## config.mk

```make
export PLATFORM = sky130hd
export DESIGN_NAME = rif_top
export DESIGN_NICKNAME = d
export VERILOG_FILES = /design/src/hdl/rif_pkg.sv /design/src/hdl/rif_qual_if.sv /design/src/hdl/rif_qual.sv /design/src/hdl/rif_top.sv
export SDC_FILE = /design/constraint.sdc
export NUM_CORES = 1
export LEC_CHECK = 0
export BUFFER_PORTS_ARGS = -buffer_cell sky130_fd_sc_hd__buf_4
export CAP_MARGIN = 20
export CORE_AREA = 8 8 168 170
export CTS_CLUSTER_DIAMETER = 60
export DETAILED_ROUTE_END_ITERATION = 12
export DIE_AREA = 0 0 176 178
export GPL_ROUTABILITY_DRIVEN = 0
export PLACE_DENSITY = 0.48
export SLEW_MARGIN = 15
export SYNTH_ARGS = -nofsm -noshare
export SYNTH_HDL_FRONTEND = slang
export SYNTH_HIERARCHICAL = 1
export SYNTH_SLANG_ARGS = --single-unit
```

## constraint.sdc

```tcl
create_clock -name ref_clk_in -period 4.7 [get_ports ref_clk_in]
set_input_delay 0.705 -clock ref_clk_in [delete_from_list [all_inputs] [get_ports ref_clk_in]]
set_output_delay 0.705 -clock ref_clk_in [all_outputs]
set_load 0.03 [all_outputs]
```

## src/hdl/rif_pkg.sv

```systemverilog
// constants and types shared by the remote-input function logic
// ----------------------------------------------------------------
// Notes on behaviour
// - input counts only when pulled low for at least 20 ms.
// - inputs acting together: first input's function runs before the second's.
// - code 0: falling edge tares the scaled input.
// - code 1: falling edge clears total; totalizing continues regardless of level.
// - code 2: falling edge clears total; totalize only while low.
// - code 3: low level enables totalizing; high halts and keeps total.
// - code 4: low freezes display and stores total; processing continues live.
// - code 5: falling edge clears peak and valley buffers.
// - code 6: clear peak, show and track peak while low.
// - code 7: clear valley, show and track valley while low.
// - code 8 with alarm option: falling edge releases latched alarms.
// - code 9 with alarm option: low forces all alarms inactive.
// - code 10: falling edge toggles input/total view; rising edge nothing.
// - code 11: falling edge adds display to total then tares; batch bypass.
// - code 12: capture and hold display, then tare; release on rising edge.
// - code 13: low suspends operation; rising edge restarts conversion.
// - code 14: activation prints; low beyond 800 ms prints again.
// - second input only with totalizer option; same function set.
// - panel peak/valley reset allowed only when peak/valley display enabled.
// - display switching disallowed blocks the panel toggle; remote code 10 still toggles the view.
// - panel total reset and tare ignore the lockout pin.
// - tare buffer cleared by scaling step-through or serial command.
// ----------------------------------------------------------------
package rif_pkg;
    localparam longint unsigned CLK_HZ          = 64'd200_000_000;
    localparam longint unsigned MIN_LOW_MS      = 64'd20;
    localparam longint unsigned PRINT_REPEAT_MS = 64'd800;
    // least times round up
    localparam int unsigned MIN_LOW_CYC      = int'((MIN_LOW_MS * CLK_HZ + 64'd999) / 64'd1000);
    localparam int unsigned PRINT_REPEAT_CYC = int'((PRINT_REPEAT_MS * CLK_HZ + 64'd999) / 64'd1000);
    localparam int unsigned CNT_W            = 32;

    localparam logic [3:0] FN_TARE       = 4'h0;
    localparam logic [3:0] FN_TOT_RESET  = 4'h1;
    localparam logic [3:0] FN_TOT_GATE_R = 4'h2;
    localparam logic [3:0] FN_TOT_GATE   = 4'h3;
    localparam logic [3:0] FN_HOLD       = 4'h4;
    localparam logic [3:0] FN_PV_RESET   = 4'h5;
    localparam logic [3:0] FN_PEAK       = 4'h6;
    localparam logic [3:0] FN_VALLEY     = 4'h7;
    localparam logic [3:0] FN_ALM_RESET  = 4'h8;
    localparam logic [3:0] FN_ALM_OVRD   = 4'h9;
    localparam logic [3:0] FN_TOGGLE     = 4'hA;
    localparam logic [3:0] FN_BATCH      = 4'hB;
    localparam logic [3:0] FN_HOLD_TARE  = 4'hC;
    localparam logic [3:0] FN_SYNC       = 4'hD;
    localparam logic [3:0] FN_PRINT      = 4'hE;

    localparam logic SHOW_TOTAL_RST = 1'b0;
    localparam logic TOT_RUN_RST    = 1'b1;

    typedef struct packed {
        logic tare;
        logic tot_clr;
        logic snap;
        logic pk_clr;
        logic vl_clr;
        logic al_clr;
        logic toggle;
        logic batch;
        logic cap;
        logic cap_rel;
        logic restart;
        logic print;
    } rif_act_type;
endpackage

```

## src/hdl/rif_qual_if.sv

```systemverilog
// qualified remote-input events passed from the qualifier to the function logic
`timescale 1ns/1ps
`default_nettype none
interface rif_qual_if;
    logic active;
    logic fall;
    logic rise;
    modport src (output active, output fall, output rise);
    modport dst (input active, input fall, input rise);
endinterface
`default_nettype wire

```

## src/hdl/rif_qual.sv

```systemverilog
// synchroniser and low-time qualifier for one remote input
`timescale 1ns/1ps
`default_nettype none
module rif_qual #(
    parameter int unsigned LOW_CYCLES = rif_pkg::MIN_LOW_CYC
) (
    input  wire logic  ref_clk_in,
    input  wire logic  rst_n_in,
    input  wire logic  pin_n_in,
    input  wire logic  enable_in,
    rif_qual_if.src    q_out
);
    logic                     sync1_reg;
    logic                     sync2_reg;
    logic [rif_pkg::CNT_W-1:0] cnt_reg;
    logic                     active_reg;
    logic                     fall_reg;
    logic                     rise_reg;
    logic                     low_now;

    // ----------------------------------------------------------------
    // synchroniser
    // ----------------------------------------------------------------
    always_ff @(posedge ref_clk_in or negedge rst_n_in) begin
        if (!rst_n_in) begin
            sync1_reg <= 1'b1;
            sync2_reg <= 1'b1;
        end else begin
            sync1_reg <= pin_n_in;
            sync2_reg <= sync1_reg;
        end
    end

    assign low_now = ~sync2_reg & enable_in;

    // ----------------------------------------------------------------
    // low-time qualification
    // ----------------------------------------------------------------
    // release is taken at once: a bounce on release is a fresh low that must count up again from zero
    always_ff @(posedge ref_clk_in or negedge rst_n_in) begin
        if (!rst_n_in) begin
            cnt_reg    <= '0;
            active_reg <= 1'b0;
            fall_reg   <= 1'b0;
            rise_reg   <= 1'b0;
        end else begin
            fall_reg <= 1'b0;
            rise_reg <= 1'b0;
            if (low_now) begin
                if (!active_reg) begin
                    if (cnt_reg >= rif_pkg::CNT_W'(LOW_CYCLES - 1)) begin
                        active_reg <= 1'b1;
                        fall_reg   <= 1'b1;
                    end else begin
                        cnt_reg <= cnt_reg + 1'b1;
                    end
                end
            end else begin
                cnt_reg <= '0;
                if (active_reg) begin
                    active_reg <= 1'b0;
                    rise_reg   <= 1'b1;
                end
            end
        end
    end

    assign q_out.active = active_reg;
    assign q_out.fall   = fall_reg;
    assign q_out.rise   = rise_reg;
endmodule
`default_nettype wire

```

## src/hdl/rif_top.sv

```systemverilog
// remote-input function logic: qualifies two inputs and drives meter actions
`timescale 1ns/1ps
`default_nettype none
module rif_top #(
    parameter int unsigned MIN_LOW_CYCLES      = rif_pkg::MIN_LOW_CYC,
    parameter int unsigned PRINT_REPEAT_CYCLES = rif_pkg::PRINT_REPEAT_CYC
) (
    input  wire logic       ref_clk_in,
    input  wire logic       rst_n_in,
    input  wire logic       remote_input_one_n_in,
    input  wire logic       remote_input_two_n_in,
    input  wire logic [3:0] fn_one_in,
    input  wire logic [3:0] fn_two_in,
    input  wire logic       totalizer_option_in,
    input  wire logic       alarm_option_in,
    input  wire logic       program_lockout_pin_n_in,
    input  wire logic       pv_display_en_in,
    input  wire logic       pv_reset_allow_in,
    input  wire logic       display_select_allow_in,
    input  wire logic       total_reset_allow_in,
    input  wire logic       tare_allow_in,
    input  wire logic       panel_pv_reset_in,
    input  wire logic       panel_toggle_in,
    input  wire logic       panel_total_reset_in,
    input  wire logic       panel_tare_in,
    input  wire logic       scaling_step_in,
    input  wire logic       serial_tare_clear_in,
    output logic            tare_out,
    output logic            tare_clear_out,
    output logic            total_clear_out,
    output logic            total_run_out,
    output logic            total_snapshot_out,
    output logic            display_hold_out,
    output logic            peak_clear_out,
    output logic            valley_clear_out,
    output logic            peak_track_out,
    output logic            valley_track_out,
    output logic            show_peak_out,
    output logic            show_valley_out,
    output logic            alarm_latch_clear_out,
    output logic            alarm_override_out,
    output logic            show_total_out,
    output logic            batch_add_out,
    output logic            batch_mode_out,
    output logic            capture_hold_out,
    output logic            conversion_suspend_out,
    output logic            conversion_restart_out,
    output logic            print_request_out,
    output logic            pv_reset_allow_out,
    output logic            lockout_active_out
);
    // ----------------------------------------------------------------
    // function decode
    // ----------------------------------------------------------------
    function automatic rif_pkg::rif_act_type decode_act(
        input logic [3:0] fn,
        input logic       fall,
        input logic       rise,
        input logic       alarm_opt
    );
        rif_pkg::rif_act_type a;
        a = '0;
        case (fn)
            rif_pkg::FN_TARE:       a.tare    = fall;
            rif_pkg::FN_TOT_RESET:  a.tot_clr = fall;
            rif_pkg::FN_TOT_GATE_R: a.tot_clr = fall;
            rif_pkg::FN_HOLD:       a.snap    = fall;
            rif_pkg::FN_PV_RESET: begin
                a.pk_clr = fall;
                a.vl_clr = fall;
            end
            rif_pkg::FN_PEAK:       a.pk_clr  = fall;
            rif_pkg::FN_VALLEY:     a.vl_clr  = fall;
            rif_pkg::FN_ALM_RESET:  a.al_clr  = fall & alarm_opt;
            rif_pkg::FN_TOGGLE:     a.toggle  = fall;
            rif_pkg::FN_BATCH:      a.batch   = fall;
            rif_pkg::FN_HOLD_TARE: begin
                a.cap     = fall;
                a.cap_rel = rise;
            end
            rif_pkg::FN_SYNC:       a.restart = rise;
            rif_pkg::FN_PRINT:      a.print   = fall;
            default:                a = '0;
        endcase
        return a;
    endfunction

    // ----------------------------------------------------------------
    // input qualification and per-input actions
    // ----------------------------------------------------------------
    rif_qual_if q_if[2] ();

    logic [3:0]          fn_sel [2];
    logic                lvl    [2];
    rif_pkg::rif_act_type ev    [2];

    assign fn_sel[0] = fn_one_in;
    assign fn_sel[1] = fn_two_in;

    genvar gi;
    generate
        for (gi = 0; gi < 2; gi++) begin : g_in
            logic [rif_pkg::CNT_W-1:0] prt_cnt_reg;
            logic                      prt_again_reg;
            rif_pkg::rif_act_type      dec;

            rif_qual #(
                .LOW_CYCLES (MIN_LOW_CYCLES)
            ) u_qual (
                .ref_clk_in (ref_clk_in),
                .rst_n_in   (rst_n_in),
                .pin_n_in   ((gi == 0) ? remote_input_one_n_in : remote_input_two_n_in),
                .enable_in  ((gi == 0) ? 1'b1 : totalizer_option_in),
                .q_out      (q_if[gi])
            );

            // a long low time repeats the print once
            always_ff @(posedge ref_clk_in or negedge rst_n_in) begin
                if (!rst_n_in) begin
                    prt_cnt_reg   <= '0;
                    prt_again_reg <= 1'b0;
                end else begin
                    prt_again_reg <= 1'b0;
                    if (q_if[gi].active && fn_sel[gi] == rif_pkg::FN_PRINT) begin
                        if (prt_cnt_reg == rif_pkg::CNT_W'(PRINT_REPEAT_CYCLES - 1)) begin
                            prt_again_reg <= 1'b1;
                        end
                        if (prt_cnt_reg < rif_pkg::CNT_W'(PRINT_REPEAT_CYCLES)) begin
                            prt_cnt_reg <= prt_cnt_reg + 1'b1;
                        end
                    end else begin
                        prt_cnt_reg <= '0;
                    end
                end
            end

            always_comb begin
                dec       = decode_act(fn_sel[gi], q_if[gi].fall, q_if[gi].rise, alarm_option_in);
                dec.print = dec.print | prt_again_reg;
                ev[gi]    = dec;
                lvl[gi]   = q_if[gi].active;
            end
        end
    endgenerate

    // ----------------------------------------------------------------
    // ordering of simultaneous events
    // ----------------------------------------------------------------
    // the second input is deferred one cycle when both act together
    rif_pkg::rif_act_type pend_reg;
    rif_pkg::rif_act_type pend_next;
    rif_pkg::rif_act_type act;

    always_comb begin
        pend_next = ((ev[0] != '0) && (ev[1] != '0)) ? ev[1] : '0;
        act       = ev[0] | pend_reg | ((ev[0] == '0) ? ev[1] : '0);
    end

    always_ff @(posedge ref_clk_in or negedge rst_n_in) begin
        if (!rst_n_in) begin
            pend_reg <= '0;
        end else begin
            pend_reg <= pend_next;
        end
    end

    // ----------------------------------------------------------------
    // level functions
    // ----------------------------------------------------------------
    function automatic logic lvl_fn(input logic [3:0] code, input int idx);
        return (fn_sel[idx] == code) && lvl[idx];
    endfunction

    function automatic logic sel_fn(input logic [3:0] code, input int idx);
        return fn_sel[idx] == code;
    endfunction

    logic any_gate;
    logic gate_ok;
    logic suspend;
    logic hold;
    logic pk_show;
    logic vl_show;
    logic pk_stop;
    logic vl_stop;
    logic ovrd;
    logic batch_sel;

    always_comb begin
        any_gate = 1'b0;
        gate_ok  = 1'b1;
        for (int i = 0; i < 2; i++) begin
            if (sel_fn(rif_pkg::FN_TOT_GATE_R, i) || sel_fn(rif_pkg::FN_TOT_GATE, i)) begin
                any_gate = 1'b1;
                gate_ok  = gate_ok & lvl[i];
            end
        end
        suspend   = lvl_fn(rif_pkg::FN_SYNC, 0) | lvl_fn(rif_pkg::FN_SYNC, 1);
        hold      = lvl_fn(rif_pkg::FN_HOLD, 0) | lvl_fn(rif_pkg::FN_HOLD, 1);
        pk_show   = lvl_fn(rif_pkg::FN_PEAK, 0) | lvl_fn(rif_pkg::FN_PEAK, 1);
        vl_show   = lvl_fn(rif_pkg::FN_VALLEY, 0) | lvl_fn(rif_pkg::FN_VALLEY, 1);
        pk_stop   = (sel_fn(rif_pkg::FN_PEAK, 0) | sel_fn(rif_pkg::FN_PEAK, 1)) & ~pk_show;
        vl_stop   = (sel_fn(rif_pkg::FN_VALLEY, 0) | sel_fn(rif_pkg::FN_VALLEY, 1)) & ~vl_show;
        ovrd      = (lvl_fn(rif_pkg::FN_ALM_OVRD, 0) | lvl_fn(rif_pkg::FN_ALM_OVRD, 1))
                    & alarm_option_in;
        batch_sel = sel_fn(rif_pkg::FN_BATCH, 0) | sel_fn(rif_pkg::FN_BATCH, 1);
    end

    // ----------------------------------------------------------------
    // level outputs
    // ----------------------------------------------------------------
    always_ff @(posedge ref_clk_in or negedge rst_n_in) begin
        if (!rst_n_in) begin
            total_run_out          <= rif_pkg::TOT_RUN_RST;
            display_hold_out       <= 1'b0;
            peak_track_out         <= 1'b1;
            valley_track_out       <= 1'b1;
            show_peak_out          <= 1'b0;
            show_valley_out        <= 1'b0;
            alarm_override_out     <= 1'b0;
            batch_mode_out         <= 1'b0;
            conversion_suspend_out <= 1'b0;
            pv_reset_allow_out     <= 1'b0;
        end else begin
            // code 1 never gates, so the total keeps running after its clear
            total_run_out          <= (~any_gate | gate_ok) & ~suspend;
            display_hold_out       <= hold;
            peak_track_out         <= ~pk_stop;
            valley_track_out       <= ~vl_stop;
            show_peak_out          <= pk_show;
            show_valley_out        <= vl_show;
            alarm_override_out     <= ovrd;
            batch_mode_out         <= batch_sel;
            conversion_suspend_out <= suspend;
            pv_reset_allow_out     <= pv_display_en_in & pv_reset_allow_in;
        end
    end

    // ----------------------------------------------------------------
    // event outputs
    // ----------------------------------------------------------------
    logic tare_late_reg;
    logic lock_s1_reg;
    logic lock_s2_reg;

    always_ff @(posedge ref_clk_in or negedge rst_n_in) begin
        if (!rst_n_in) begin
            tare_out               <= 1'b0;
            tare_late_reg          <= 1'b0;
            tare_clear_out         <= 1'b0;
            total_clear_out        <= 1'b0;
            total_snapshot_out     <= 1'b0;
            peak_clear_out         <= 1'b0;
            valley_clear_out       <= 1'b0;
            alarm_latch_clear_out  <= 1'b0;
            batch_add_out          <= 1'b0;
            conversion_restart_out <= 1'b0;
            print_request_out      <= 1'b0;
        end else begin
            // batch add and capture both come before their tare
            tare_late_reg          <= act.batch | act.cap;
            tare_out               <= act.tare | tare_late_reg | (panel_tare_in & tare_allow_in);
            tare_clear_out         <= scaling_step_in | serial_tare_clear_in;
            total_clear_out        <= act.tot_clr | (panel_total_reset_in & total_reset_allow_in);
            total_snapshot_out     <= act.snap;
            peak_clear_out         <= act.pk_clr | (panel_pv_reset_in & pv_display_en_in & pv_reset_allow_in);
            valley_clear_out       <= act.vl_clr | (panel_pv_reset_in & pv_display_en_in & pv_reset_allow_in);
            alarm_latch_clear_out  <= act.al_clr;
            batch_add_out          <= act.batch;
            conversion_restart_out <= act.restart;
            print_request_out      <= act.print;
        end
    end

    // ----------------------------------------------------------------
    // view and capture state
    // ----------------------------------------------------------------
    always_ff @(posedge ref_clk_in or negedge rst_n_in) begin
        if (!rst_n_in) begin
            show_total_out <= rif_pkg::SHOW_TOTAL_RST;
        end else if (act.toggle || (panel_toggle_in && display_select_allow_in)) begin
            show_total_out <= ~show_total_out;
        end
    end

    always_ff @(posedge ref_clk_in or negedge rst_n_in) begin
        if (!rst_n_in) begin
            capture_hold_out <= 1'b0;
        end else if (act.cap) begin
            capture_hold_out <= 1'b1;
        end else if (act.cap_rel) begin
            capture_hold_out <= 1'b0;
        end
    end

    // ----------------------------------------------------------------
    // lockout pin status
    // ----------------------------------------------------------------
    // only reported: panel total reset and tare do not look at it
    always_ff @(posedge ref_clk_in or negedge rst_n_in) begin
        if (!rst_n_in) begin
            lock_s1_reg        <= 1'b1;
            lock_s2_reg        <= 1'b1;
            lockout_active_out <= 1'b0;
        end else begin
            lock_s1_reg        <= program_lockout_pin_n_in;
            lock_s2_reg        <= lock_s1_reg;
            lockout_active_out <= ~lock_s2_reg;
        end
    end
endmodule
`default_nettype wire

```

# Word level (Yosys, flattened, before mapping)
# Cells that the tools add are included.
dict set report classes {
  div 0
  mux 58
  eq_ne 36
  shifts 0
  n_lt_le_gt_ge 4
  bitwise_logic 42
  addsub 4
  n_reduce_logical 31
  multipliers 0
}
# operator count
set ops {}
lappend ops {{$mux W32} 10}
lappend ops {{$add A32 B1 Y32 const B} 4}
lappend ops {{$eq A32 B28 Y1 const B} 2}
lappend ops {{$ge A32 B22 Y1 const B} 2}
lappend ops {{$lt A32 B28 Y1 const B} 2}
lappend ops {{$eq A4 B4 Y1 const B} 14}
lappend ops {{$mux W1} 44}
lappend ops {{$eq A4 B3 Y1 const B} 8}
lappend ops {{$mux W12} 2}
lappend ops {{$or A12 B12 Y12} 2}
lappend ops {{$reduce_bool A12 Y1} 2}
lappend ops {{$or A1 B1 Y1} 18}
lappend ops {{$eq A4 B2 Y1 const B} 4}
lappend ops {{$logic_and A1 B1 Y1} 14}
lappend ops {{$and A1 B1 Y1} 13}
lappend ops {{$logic_not A12 Y1} 1}
lappend ops {{$reduce_or A2 Y1} 6}
lappend ops {{$not A1 Y1} 9}
lappend ops {{$eq A4 B1 Y1 const B} 2}
lappend ops {{$logic_not A4 Y1} 2}
lappend ops {{$ne A2 B1 Y1 const B} 4}
lappend ops {{$mux W2} 2}
lappend ops {{$ne A2 B2 Y1 const B} 2}
lappend ops {{$reduce_and A2 Y1} 2}
lappend ops {{other kinds (2)} 4}
dict set report word_totals {
  wordCells 229
  latch_bits 0
  romBits 0
  regBits 178
  memories 0
  mem_bits_rw 0
  input_bits 26
}

# Longest topological paths before layout
# Gate-level depths: netlist of run 1.
dict set report logic_depth {
  word_depth 8
  depth_mapped 8
  mapped_depth_nobuf 6
}

# Modules after synthesis
# The synthesis of run 1 kept the hierarchy.
# module area_per_inst_um2 n_inst seq_area_each_um2 cells_per_inst
set by_module_without_submodules {}
lappend by_module_without_submodules {rif_top 5265.0 1 2608.8 562}
lappend by_module_without_submodules {rif_qual 1773.0 2 928.4 170}

# Worst setup path before layout of run 1
# No wires, ideal clock.
dict set report synth_timing {
  path_type {input-to-reg}
  startpoint {in fn_one_in[1]}
  endpoint {reg pend_reg[8] in the netlist's numbering}
  arrival_ns 2.217
  stages 7
  path_slack_ns 2.397
  required_ns 4.614
  path_buffers 2
  path_cell_list {buf_2 > o21bai_1 > a2111oi_2 > a2111oi_2 > buf_2 > a311o_1 > nor3_1}
}
# element line
set synth_rtl {}
lappend synth_rtl {{from (decl)} rif_top.sv:12} ;# input wire logic [3:0] fn_one_in,
lappend synth_rtl {{to (signal assigned)} rif_top.sv:163} ;# pend_reg <= pend_next;
lappend synth_rtl {{to (decl)} rif_top.sv:150} ;# rif_pkg::rif_act_type pend_reg;

# Worst setup path in the final report of run 1
dict set report layout_timing {
  startpoint {reg g_in[0].prt_cnt_reg[22] in the netlist's numbering}
  endpoint {reg g_in[0].prt_cnt_reg[6] in the netlist's numbering}
}
dict set report layout_between {
  elab_chain_cells 2
}
# element line
set layout_rtl {}
lappend layout_rtl {{from (decl)} rif_top.sv:103} ;# logic [rif_pkg::CNT_W-1:0] prt_cnt_reg;
lappend layout_rtl {{from (signal assigned)} rif_top.sv:129} ;# prt_cnt_reg <= prt_cnt_reg + 1'b1;
lappend layout_rtl {{$lt A32 B28 Y1} rif_top.sv:128} ;# if (prt_cnt_reg < rif_pkg::CNT_W'(PRINT_REPEAT_CYCLES)) begin
lappend layout_rtl {{$ne A2 B1 Y1 (no line)} --}
# No other way between the ends.
# A chain may end at the register's enable or synchronous reset.

==> out/results.txt, run 1 <==
Layout Nets -> 971
compound-gate portion of the synthesized area -> 0.173
synthesis-stage register bit count -> 178
cell family with most CP delay -> simple AND/OR/NAND/NOR gates
element type at the critical path start -> flop
CP required -> 5.05 ns
grt total ovfl -> 0
largest net degree at the start of global routing -> 112
CTS resizes -> 0
die extent in x -> 176 um
Hold-fix buffers, CTS -> 0
Port-buffer cells -> 48
TNS Setup -> 0 ns
Die Footprint -> 31,300 sq um
DR pass1 iterations -> 5
Die H -> 178 um
Synth Area in Simple Gates -> 0.265
dpl ws -> 2.07 ns
Final ANT Viol Nets -> 0
crit path cell chain -> nor3_1 > a21bo_1 > nand2_1 > or4_1 > a21oi_1
Initial Utilization -> 0.344
hold path startpoint -> lock_s1_reg$_DFF_PN1_
Mapped Cells -> 902
FMAX -> 400 MHz
DR vias/cell -> 5.51
reg2reg path depth -> 5
Power Density -> 309 nW/um^2
P_int -> 2340 uW
Leakage -> 0.00404 uW
Reg clk slew, reported paths -> 0.07 ns
peak supply drop -> 0.165 mV
top cells by area, synth -> dfrtp_1 48%, a21oi_1 3.7%, nand2_1 3.3%
status -> complete, no violations
Area growth syn-to-layout -> 14.4%
Final WS setup -> 2.20 ns
Most used DFF post-synth -> dfrtp_1
mapped cell area -> 8810 sq um
worst hold path class -> flop to flop
Initial DRC Count -> 625
CTS max path bufs -> 2
EDFF count, synth -> 0
Ys Warns -> 6
Post-CTS Setup Bufs -> 0
adder-cell share of the synthesized area -> 0.00568
Buf+Inv Stages, Crit Path -> 0
Clock Latency Late Sink -> 0.44 ns
CP Max Fanout -> 29
worst r2r src -> g_in[0].prt_cnt_reg[22]$_DFFE_PN0P_
# rows -> 59
Gate power share -> 0.045
Power, Total -> 3110 uW
Async SR Flop Fraction -> 1.00
Yosys top cell by area -> dfrtp_1
All-Layer GR Usage -> 0.145
n_diodes -> 0
Clk pwr share -> 0.454
vias post-DR -> 7,103
register area share after synthesis -> 0.507
layout cells sized above 1 -> 0.128
first-pass GRT wire length -> 36,800 um
commonest non-fill, non-tap cell in the layout -> dfrtp_1
Hold Path Cell Cnt -> 0
Reg power frac -> 0.500
Setup Viol. Count Final -> 0
RSZ-0062 raised after global routing -> false
sw frac -> 0.249
CP max stage cell -> or4_1
largest family of logic cells by synthesized area -> simple AND/OR/NAND/NOR gates
critical path's largest stage delay -> 0.69 ns
commonest cells after routing, fill and taps aside -> 169 x dfrtp_1, 77 x nand2_1, 66 x a21oi_1
net switching power -> 775 uW
Root Driver -> clkbuf_16
Critical Path AT -> 2.85 ns
kind of critical path -> flop to flop
Slew Limit Fails -> 0
dpl hpwl -> 14,800 um
hold path endpoint -> lock_s2_reg$_DFF_PN1_
Worst slew margin -> 0.320
Max Cap Viol -> 0
TritonCTS buffer count -> 17
Top Ports -> 49
xor and xnor area share after synthesis -> 0.0109
clk sink count -> 178
Least-Margin Pin Slew -> 1.02 ns
Core Area -> 25,600 sq um
initial antenna violation count -> 0
DRT Wirelength -> 22,000 um
Synth top area share -> 0.480
synth unique cells -> 66
flop-to-flop setup slack -> 2.20 ns
period utilization -> 0.532
Setup crit end kind -> flop
mux contribution to synthesized area -> 0.0102
reg2reg end -> g_in[0].prt_cnt_reg[6]$_DFFE_PN0P_
Hold Fails Final Rpt -> 0
clk_skew -> 0.0179 ns
Avg WL per Cell -> 17.1 um
H-tree depth -> 4
Tmin final -> 2.50 ns
CTS tree -> done
vias in the first global route -> 6,995
average cell area after synthesis -> 9.77 sq um
Post-route DRC -> 0
==> synthesized netlist by cell type (6+ instances only) <==
library cell / n
o31ai_1: 19
or4_1: 32
nor2b_1: 8
o21a_1: 8
nor2_1: 44
nand2_1: 77
dfstp_2: 9
mux2i_1: 9
a31oi_1: 8
clkbuf_1: 24
inv_1: 22
a211o_1: 7
xnor2_1: 8
nor3_1: 24
dfrtp_1: 169
and4_1: 8
nand3_1: 49
o21ai_0: 45
nor4_1: 16
nand4_1: 36
a21oi_1: 66
and2_1: 36
buf_2: 12
or3_1: 42
and3_1: 10
o211ai_1: 17
or2_2: 6
nand2b_1: 10
==> cells by family (layout without fill, tap and decap cells) <==
kind of cell / Yosys count / after routing
xor+xnor: 11 / 11
buf+inv: 61 / 112
fa+ha+maj: 4 / 4
other cells: 1 / 2
simple gates: 414 / 414
mux: 9 / 9
compound gates: 224 / 224
flops: 178 / 178
==> worst register-to-register path, cell delays in order (launching register included) <==
cell and delay (ns):
dfrtp_1 0.41, nor3_1 0.31, a21bo_1 0.28, nand2_1 0.56, or4_1 0.69, a21oi_1 0.17
==> power by group through the flow <==
stage                     combinational [uW]  sequential, uW  clock [uW]
after floorplan                         39.6            1600           0
after global placement                   145            1590           0
after detailed placement                 146            1590           0
after CTS                                146            1560        1470
after global routing                     158            1560        1510
final                                    141            1560        1410
==> cell type report <==
class	count	area, sq um
fill	2514	15500
sequential	178	4470
multi-input combinational	664	4100
timing repair buffer	58	442
clock buffer	18	429
tap	335	419
clock inverter	14	138
inverter	22	82.6
==> how the worst max path moves through the flow <==
stage / startpoint / end / slack, ns / depth (start not counted)
2_1_floorplan: fn_one_in[1] / pend_reg[8]$_DFF_PN0_ / 2.40 / 7
6_report: g_in[0].prt_cnt_reg[22]$_DFFE_PN0P_ / g_in[0].prt_cnt_reg[6]$_DFFE_PN0P_ / 2.20 / 5
4_1_cts: g_in[0].prt_cnt_reg[22]$_DFFE_PN0P_ / g_in[0].prt_cnt_reg[20]$_DFFE_PN0P_ / 2.21 / 5
5_1_grt: g_in[0].prt_cnt_reg[22]$_DFFE_PN0P_ / g_in[0].prt_cnt_reg[15]$_DFFE_PN0P_ / 2.00 / 5
3_5_place_dp: fn_one_in[0] / g_in[0].prt_again_reg$_DFF_PN0_ / 2.07 / 5
3_3_place_gp: fn_one_in[0] / tare_out$_DFF_PN0_ / 2.11 / 7
==> metal layers <==
layer  global-route usage  part of all wire  vias to the layer above
met2                0.226              0.46                      107
li1                     -                 -                     3493
met1                0.201              0.49                     3491
met5                    0                 0                        -
met3               0.0328             0.039                       12
met4               0.0389            0.0098                        0
==> through the flow <==
stage / cells / utilization / hold slack (ns) / area (sq um)
2_1_floorplan: 903 / - / 0.345 / 8810
3_3_place_gp: 1257 / 0.371 / 0.346 / 9510
3_5_place_dp: 1257 / 0.371 / 0.348 / 9510
4_1_cts: 1289 / 0.393 / 0.350 / 10100
5_1_grt: 1289 / 0.393 / 0.352 / 10100
6_report: 1289 / 0.393 / 0.358 / 10100
Note: power is estimated with default switching activity, not from simulation.
==> inputs of run 2 (changes only) <==
- ABC_AREA: not set -> 1
- CORE_AREA: 8 8 168 170 -> 8 8 184 186
- DIE_AREA: 0 0 176 178 -> 0 0 192 194
- PLACE_DENSITY: 0.48 -> 0.5
- clock period: 4.7 -> 2.3 ns (I/O delays scaled with it)
==> run 2 against run 1 <==
Net effect:
- sequential share of layout area shrank 7.4 points
- synthesized cell count grew 69%
- clock-buffer cell count is the same
- area after synthesis grew 21%
- combinational power grew 100%
- critical path type unchanged
- total power grew 120%
- via count grew 31%
- global-route usage grew 1.2 points
- cell area grew 20%
- clock power grew 130%
==> out/results.txt, run 2 <==
status -> complete, no violations (unchanged)
layout cells sized above 1 -> 0.109 (was 0.128)
Max Cap Viol -> 0 (unchanged)
register area share after synthesis -> 0.418 (was 0.507)
synth unique cells -> 52 (was 66)
DR vias/cell -> 4.69 (was 5.51)
Ys Warns -> 6 (unchanged)
Post-route DRC -> 0 (unchanged)
hold path startpoint -> scaling_step_in (was lock_s1_reg$_DFF_PN1_)
clk sink count -> 178 (unchanged)
Tmin final -> 2.04 ns (was 2.50 ns)
period utilization -> 0.887 (was 0.532)
Net Count, Synth -> 1,553
DRT Wirelength -> 28,100 um (was 22,000 um)
peak supply drop -> 0.497 mV (was 0.165 mV)
Avg WL per Cell -> 14.2 um (was 17.1 um)
# rows -> 65 (was 59)
Port-buffer cells -> 48 (unchanged)
Slew Limit Fails -> 0 (unchanged)
vias in the first global route -> 9,296 (was 6,995)
worst hold path class -> primary input to flop (was flop to flop)
Layout Nets -> 1,601 (was 971)
Crit. Startpoint -> g_in[1].prt_cnt_reg[23]$_DFFE_PN0P_ (was g_in[0].prt_cnt_reg[22]$_DFFE_PN0P_)
placed insts -> 1,950 (was 1,257)
commonest cells after routing, fill and taps aside -> 508 x nand2_1, 300 x nor2_1, 169 x dfrtp_1 (was 169 x dfrtp_1, 77 x nand2_1, 66 x a21oi_1)
Power Density -> 557 nW/um^2 (was 309 nW/um^2)
Top Ports -> 49 (unchanged)
Worst slew margin -> 0.624 (was 0.320)
placed inst area -> 11,400 sq um (was 9510 sq um)
Hold Fails Final Rpt -> 0 (unchanged)
CP Max Fanout -> 26 (was 29)
Leakage -> 0.00544 uW (was 0.00404 uW)
EDFF count, synth -> 0 (unchanged)
RSZ-0062 raised after global routing -> false (unchanged)
dpl hpwl -> 20,200 um (was 14,800 um)
commonest non-fill, non-tap cell in the layout -> nand2_1 (was dfrtp_1)
fin area -> 12,100 sq um (was 10,100 sq um)
average cell area after synthesis -> 7.01 sq um (was 9.77 sq um)
Die Footprint -> 37,200 sq um (was 31,300 sq um)
element type at the critical path start -> flop (unchanged)
initial antenna violation count -> 0 (unchanged)
first-pass GRT wire length -> 47,700 um (was 36,800 um)
# fillers -> 3,329 (was 2,514)
All-Layer GR Usage -> 0.157 (was 0.145)
Final ANT Viol Nets -> 0 (unchanged)
Mapped Cells -> 1,523 (was 902)
Area growth syn-to-layout -> 13.2% (was 14.4%)
most frequent cell after synthesis -> nand2_1 (was dfrtp_1)
top cells by area, synth -> dfrtp_1 40%, nand2_1 18%, nor2_1 11% (was dfrtp_1 48%, a21oi_1 3.7%, nand2_1 3.3%)
Synth top area share -> 0.396 (was 0.480)
Critical Path AT -> 2.35 ns (was 2.85 ns)
n_diodes -> 0 (unchanged)
Clock Latency Late Sink -> 0.43 ns (was 0.44 ns)
Yosys top cell by area -> dfrtp_1 (unchanged)
TNS Setup -> 0 ns (unchanged)
CTS max path bufs -> 2 (unchanged)
kind of critical path -> flop to flop (unchanged)
DR pass1 iterations -> 5 (unchanged)
CTS tree -> done (unchanged)
Setup crit end kind -> flop (unchanged)
Core Area -> 31,100 sq um (was 25,600 sq um)
Post-CTS Setup Bufs -> 0 (unchanged)
top cells by count, synth -> 508 x nand2_1, 300 x nor2_1, 169 x dfrtp_1 (was 169 x dfrtp_1, 77 x nand2_1, 66 x a21oi_1)
Least-Margin Pin Slew -> 0.561 ns (was 1.02 ns)
clk_skew -> 0.0114 ns (was 0.0179 ns)
worst hold margin -> 0.104 ns (was 0.358 ns)
largest net degree at the start of global routing -> 61 (was 112)
post-layout util -> 0.389 (was 0.393)
H-tree depth -> 4 (unchanged)
die extent in x -> 192 um (was 176 um)
Initial Utilization -> 0.343 (was 0.344)
synthesis-stage register bit count -> 178 (unchanged)
Async SR Flop Fraction -> 1.00 (unchanged)
mapped cell area -> 10,700 sq um (was 8810 sq um)
Root Driver -> clkbuf_16 (unchanged)
grt total ovfl -> 0 (unchanged)
TritonCTS buffer count -> 17 (unchanged)
Die H -> 194 um (was 178 um)
Most used DFF post-synth -> dfrtp_1 (unchanged)
Final Non-Filler Cells -> 1,986 (was 1,289)
Reg clk slew, reported paths -> 0.07 ns (about the same)
worst r2r src -> g_in[1].prt_cnt_reg[23]$_DFFE_PN0P_ (was g_in[0].prt_cnt_reg[22]$_DFFE_PN0P_)
CP required -> 2.61 ns (was 5.05 ns)
vias post-DR -> 9,309 (was 7,103)
FMAX -> 490 MHz (was 400 MHz)
Initial DRC Count -> 703 (was 625)
Setup Viol. Count Final -> 0 (unchanged)
[run 2: cell types whose count changed in the layout (fill, tap and decap cells not counted), moves of 32 or more]
cell	change
or4_1	-32
nor2_1	+256
nand2_1	+431
and2_1	-34
o21ai_0	-32
or3_1	-42
a21oi_1	-64
inv_1	+112
nand3_1	+108
[run 2: path summary, 6_finish.rpt]
kind,slack [ns],cells after the start,endpoint
max,0.26,9,g_in[1].prt_cnt_reg[22]$_DFFE_PN0P_
min,0.10,2,tare_clear_out$_DFF_PN0_
max reg2reg,0.26,9,g_in[1].prt_cnt_reg[22]$_DFFE_PN0P_
min reg2reg,0.36,0,lock_s2_reg$_DFF_PN1_
max in group asynchronous,1.13,3,g_in[1].u_qual/cnt_reg[9]$_DFFE_PN0P_
min in group asynchronous,0.44,2,g_in[0].prt_cnt_reg[16]$_DFFE_PN0P_
[run 2: final cells by class]
class                      count  area (sq um)  area share
clock buffer                  18           429      0.0355
sequential                   178          4470       0.370
timing repair buffer          66           549      0.0455
tap                          402           503      0.0416
multi-input combinational   1167          5380       0.445
inverter                     141           529      0.0438
clock inverter                14           225      0.0186
[run 2: timing repair]
action / CTS / global route
endpoints found under the hold margin: 46 / 1
gates resized for setup: 0 / 0
hold buffers: 3 / 1
[run 2: through the flow]
stage	power, uW	worst slack, ns
floorplan	3340	0.745
finish	6730	0.260
CTS	6860	0.248
global placement	3520	0.320
global route	7020	0.0789
detailed placement	3520	0.271
[run 2: kinds of logic after synthesis]
kind of cell | Yosys count | synth area share
AOI/OAI and AO/OA | 38 | 0.0239
xor gates and xnor gates | 48 | 0.0394
adders and majority gates | 4 | 0.00469
buffers and inverters | 178 | 0.0773
DFF | 178 | 0.418
other | 1 | 0.000351
and+or+nand+nor | 1076 | 0.436
[run 2: routing by layer]
metal  vias up  global-route usage  share of wire
li1       4849                   -              -
met4         0              0.0405          0.014
met1      4304               0.210           0.48
met2       131               0.261           0.48
met5         -                   0              0
met3        25              0.0230          0.028
[run 2: power by group]
| part | internal [uW] | switching [uW] | leakage (uW) |
|---|---|---|---|
| logic | 85.6 | 197 | 0.00269 |
| registers | 3160 | 17.5 | 0.00244 |
| clock network | 1950 | 1320 | 0.000313 |
| total | 5190 | 1540 | 0.00544 |
[run 2: worst max-delay path, stage by stage, from the launching register on]
cell and delay, ns:
dfrtp_1 0.46, inv_1 0.09, nor2_1 0.10, nand2_1 0.07
nor2_2 0.15, nand3_2 0.13, nand3_2 0.28, nand2_2 0.40
nand2_1 0.18, nand2_1 0.06
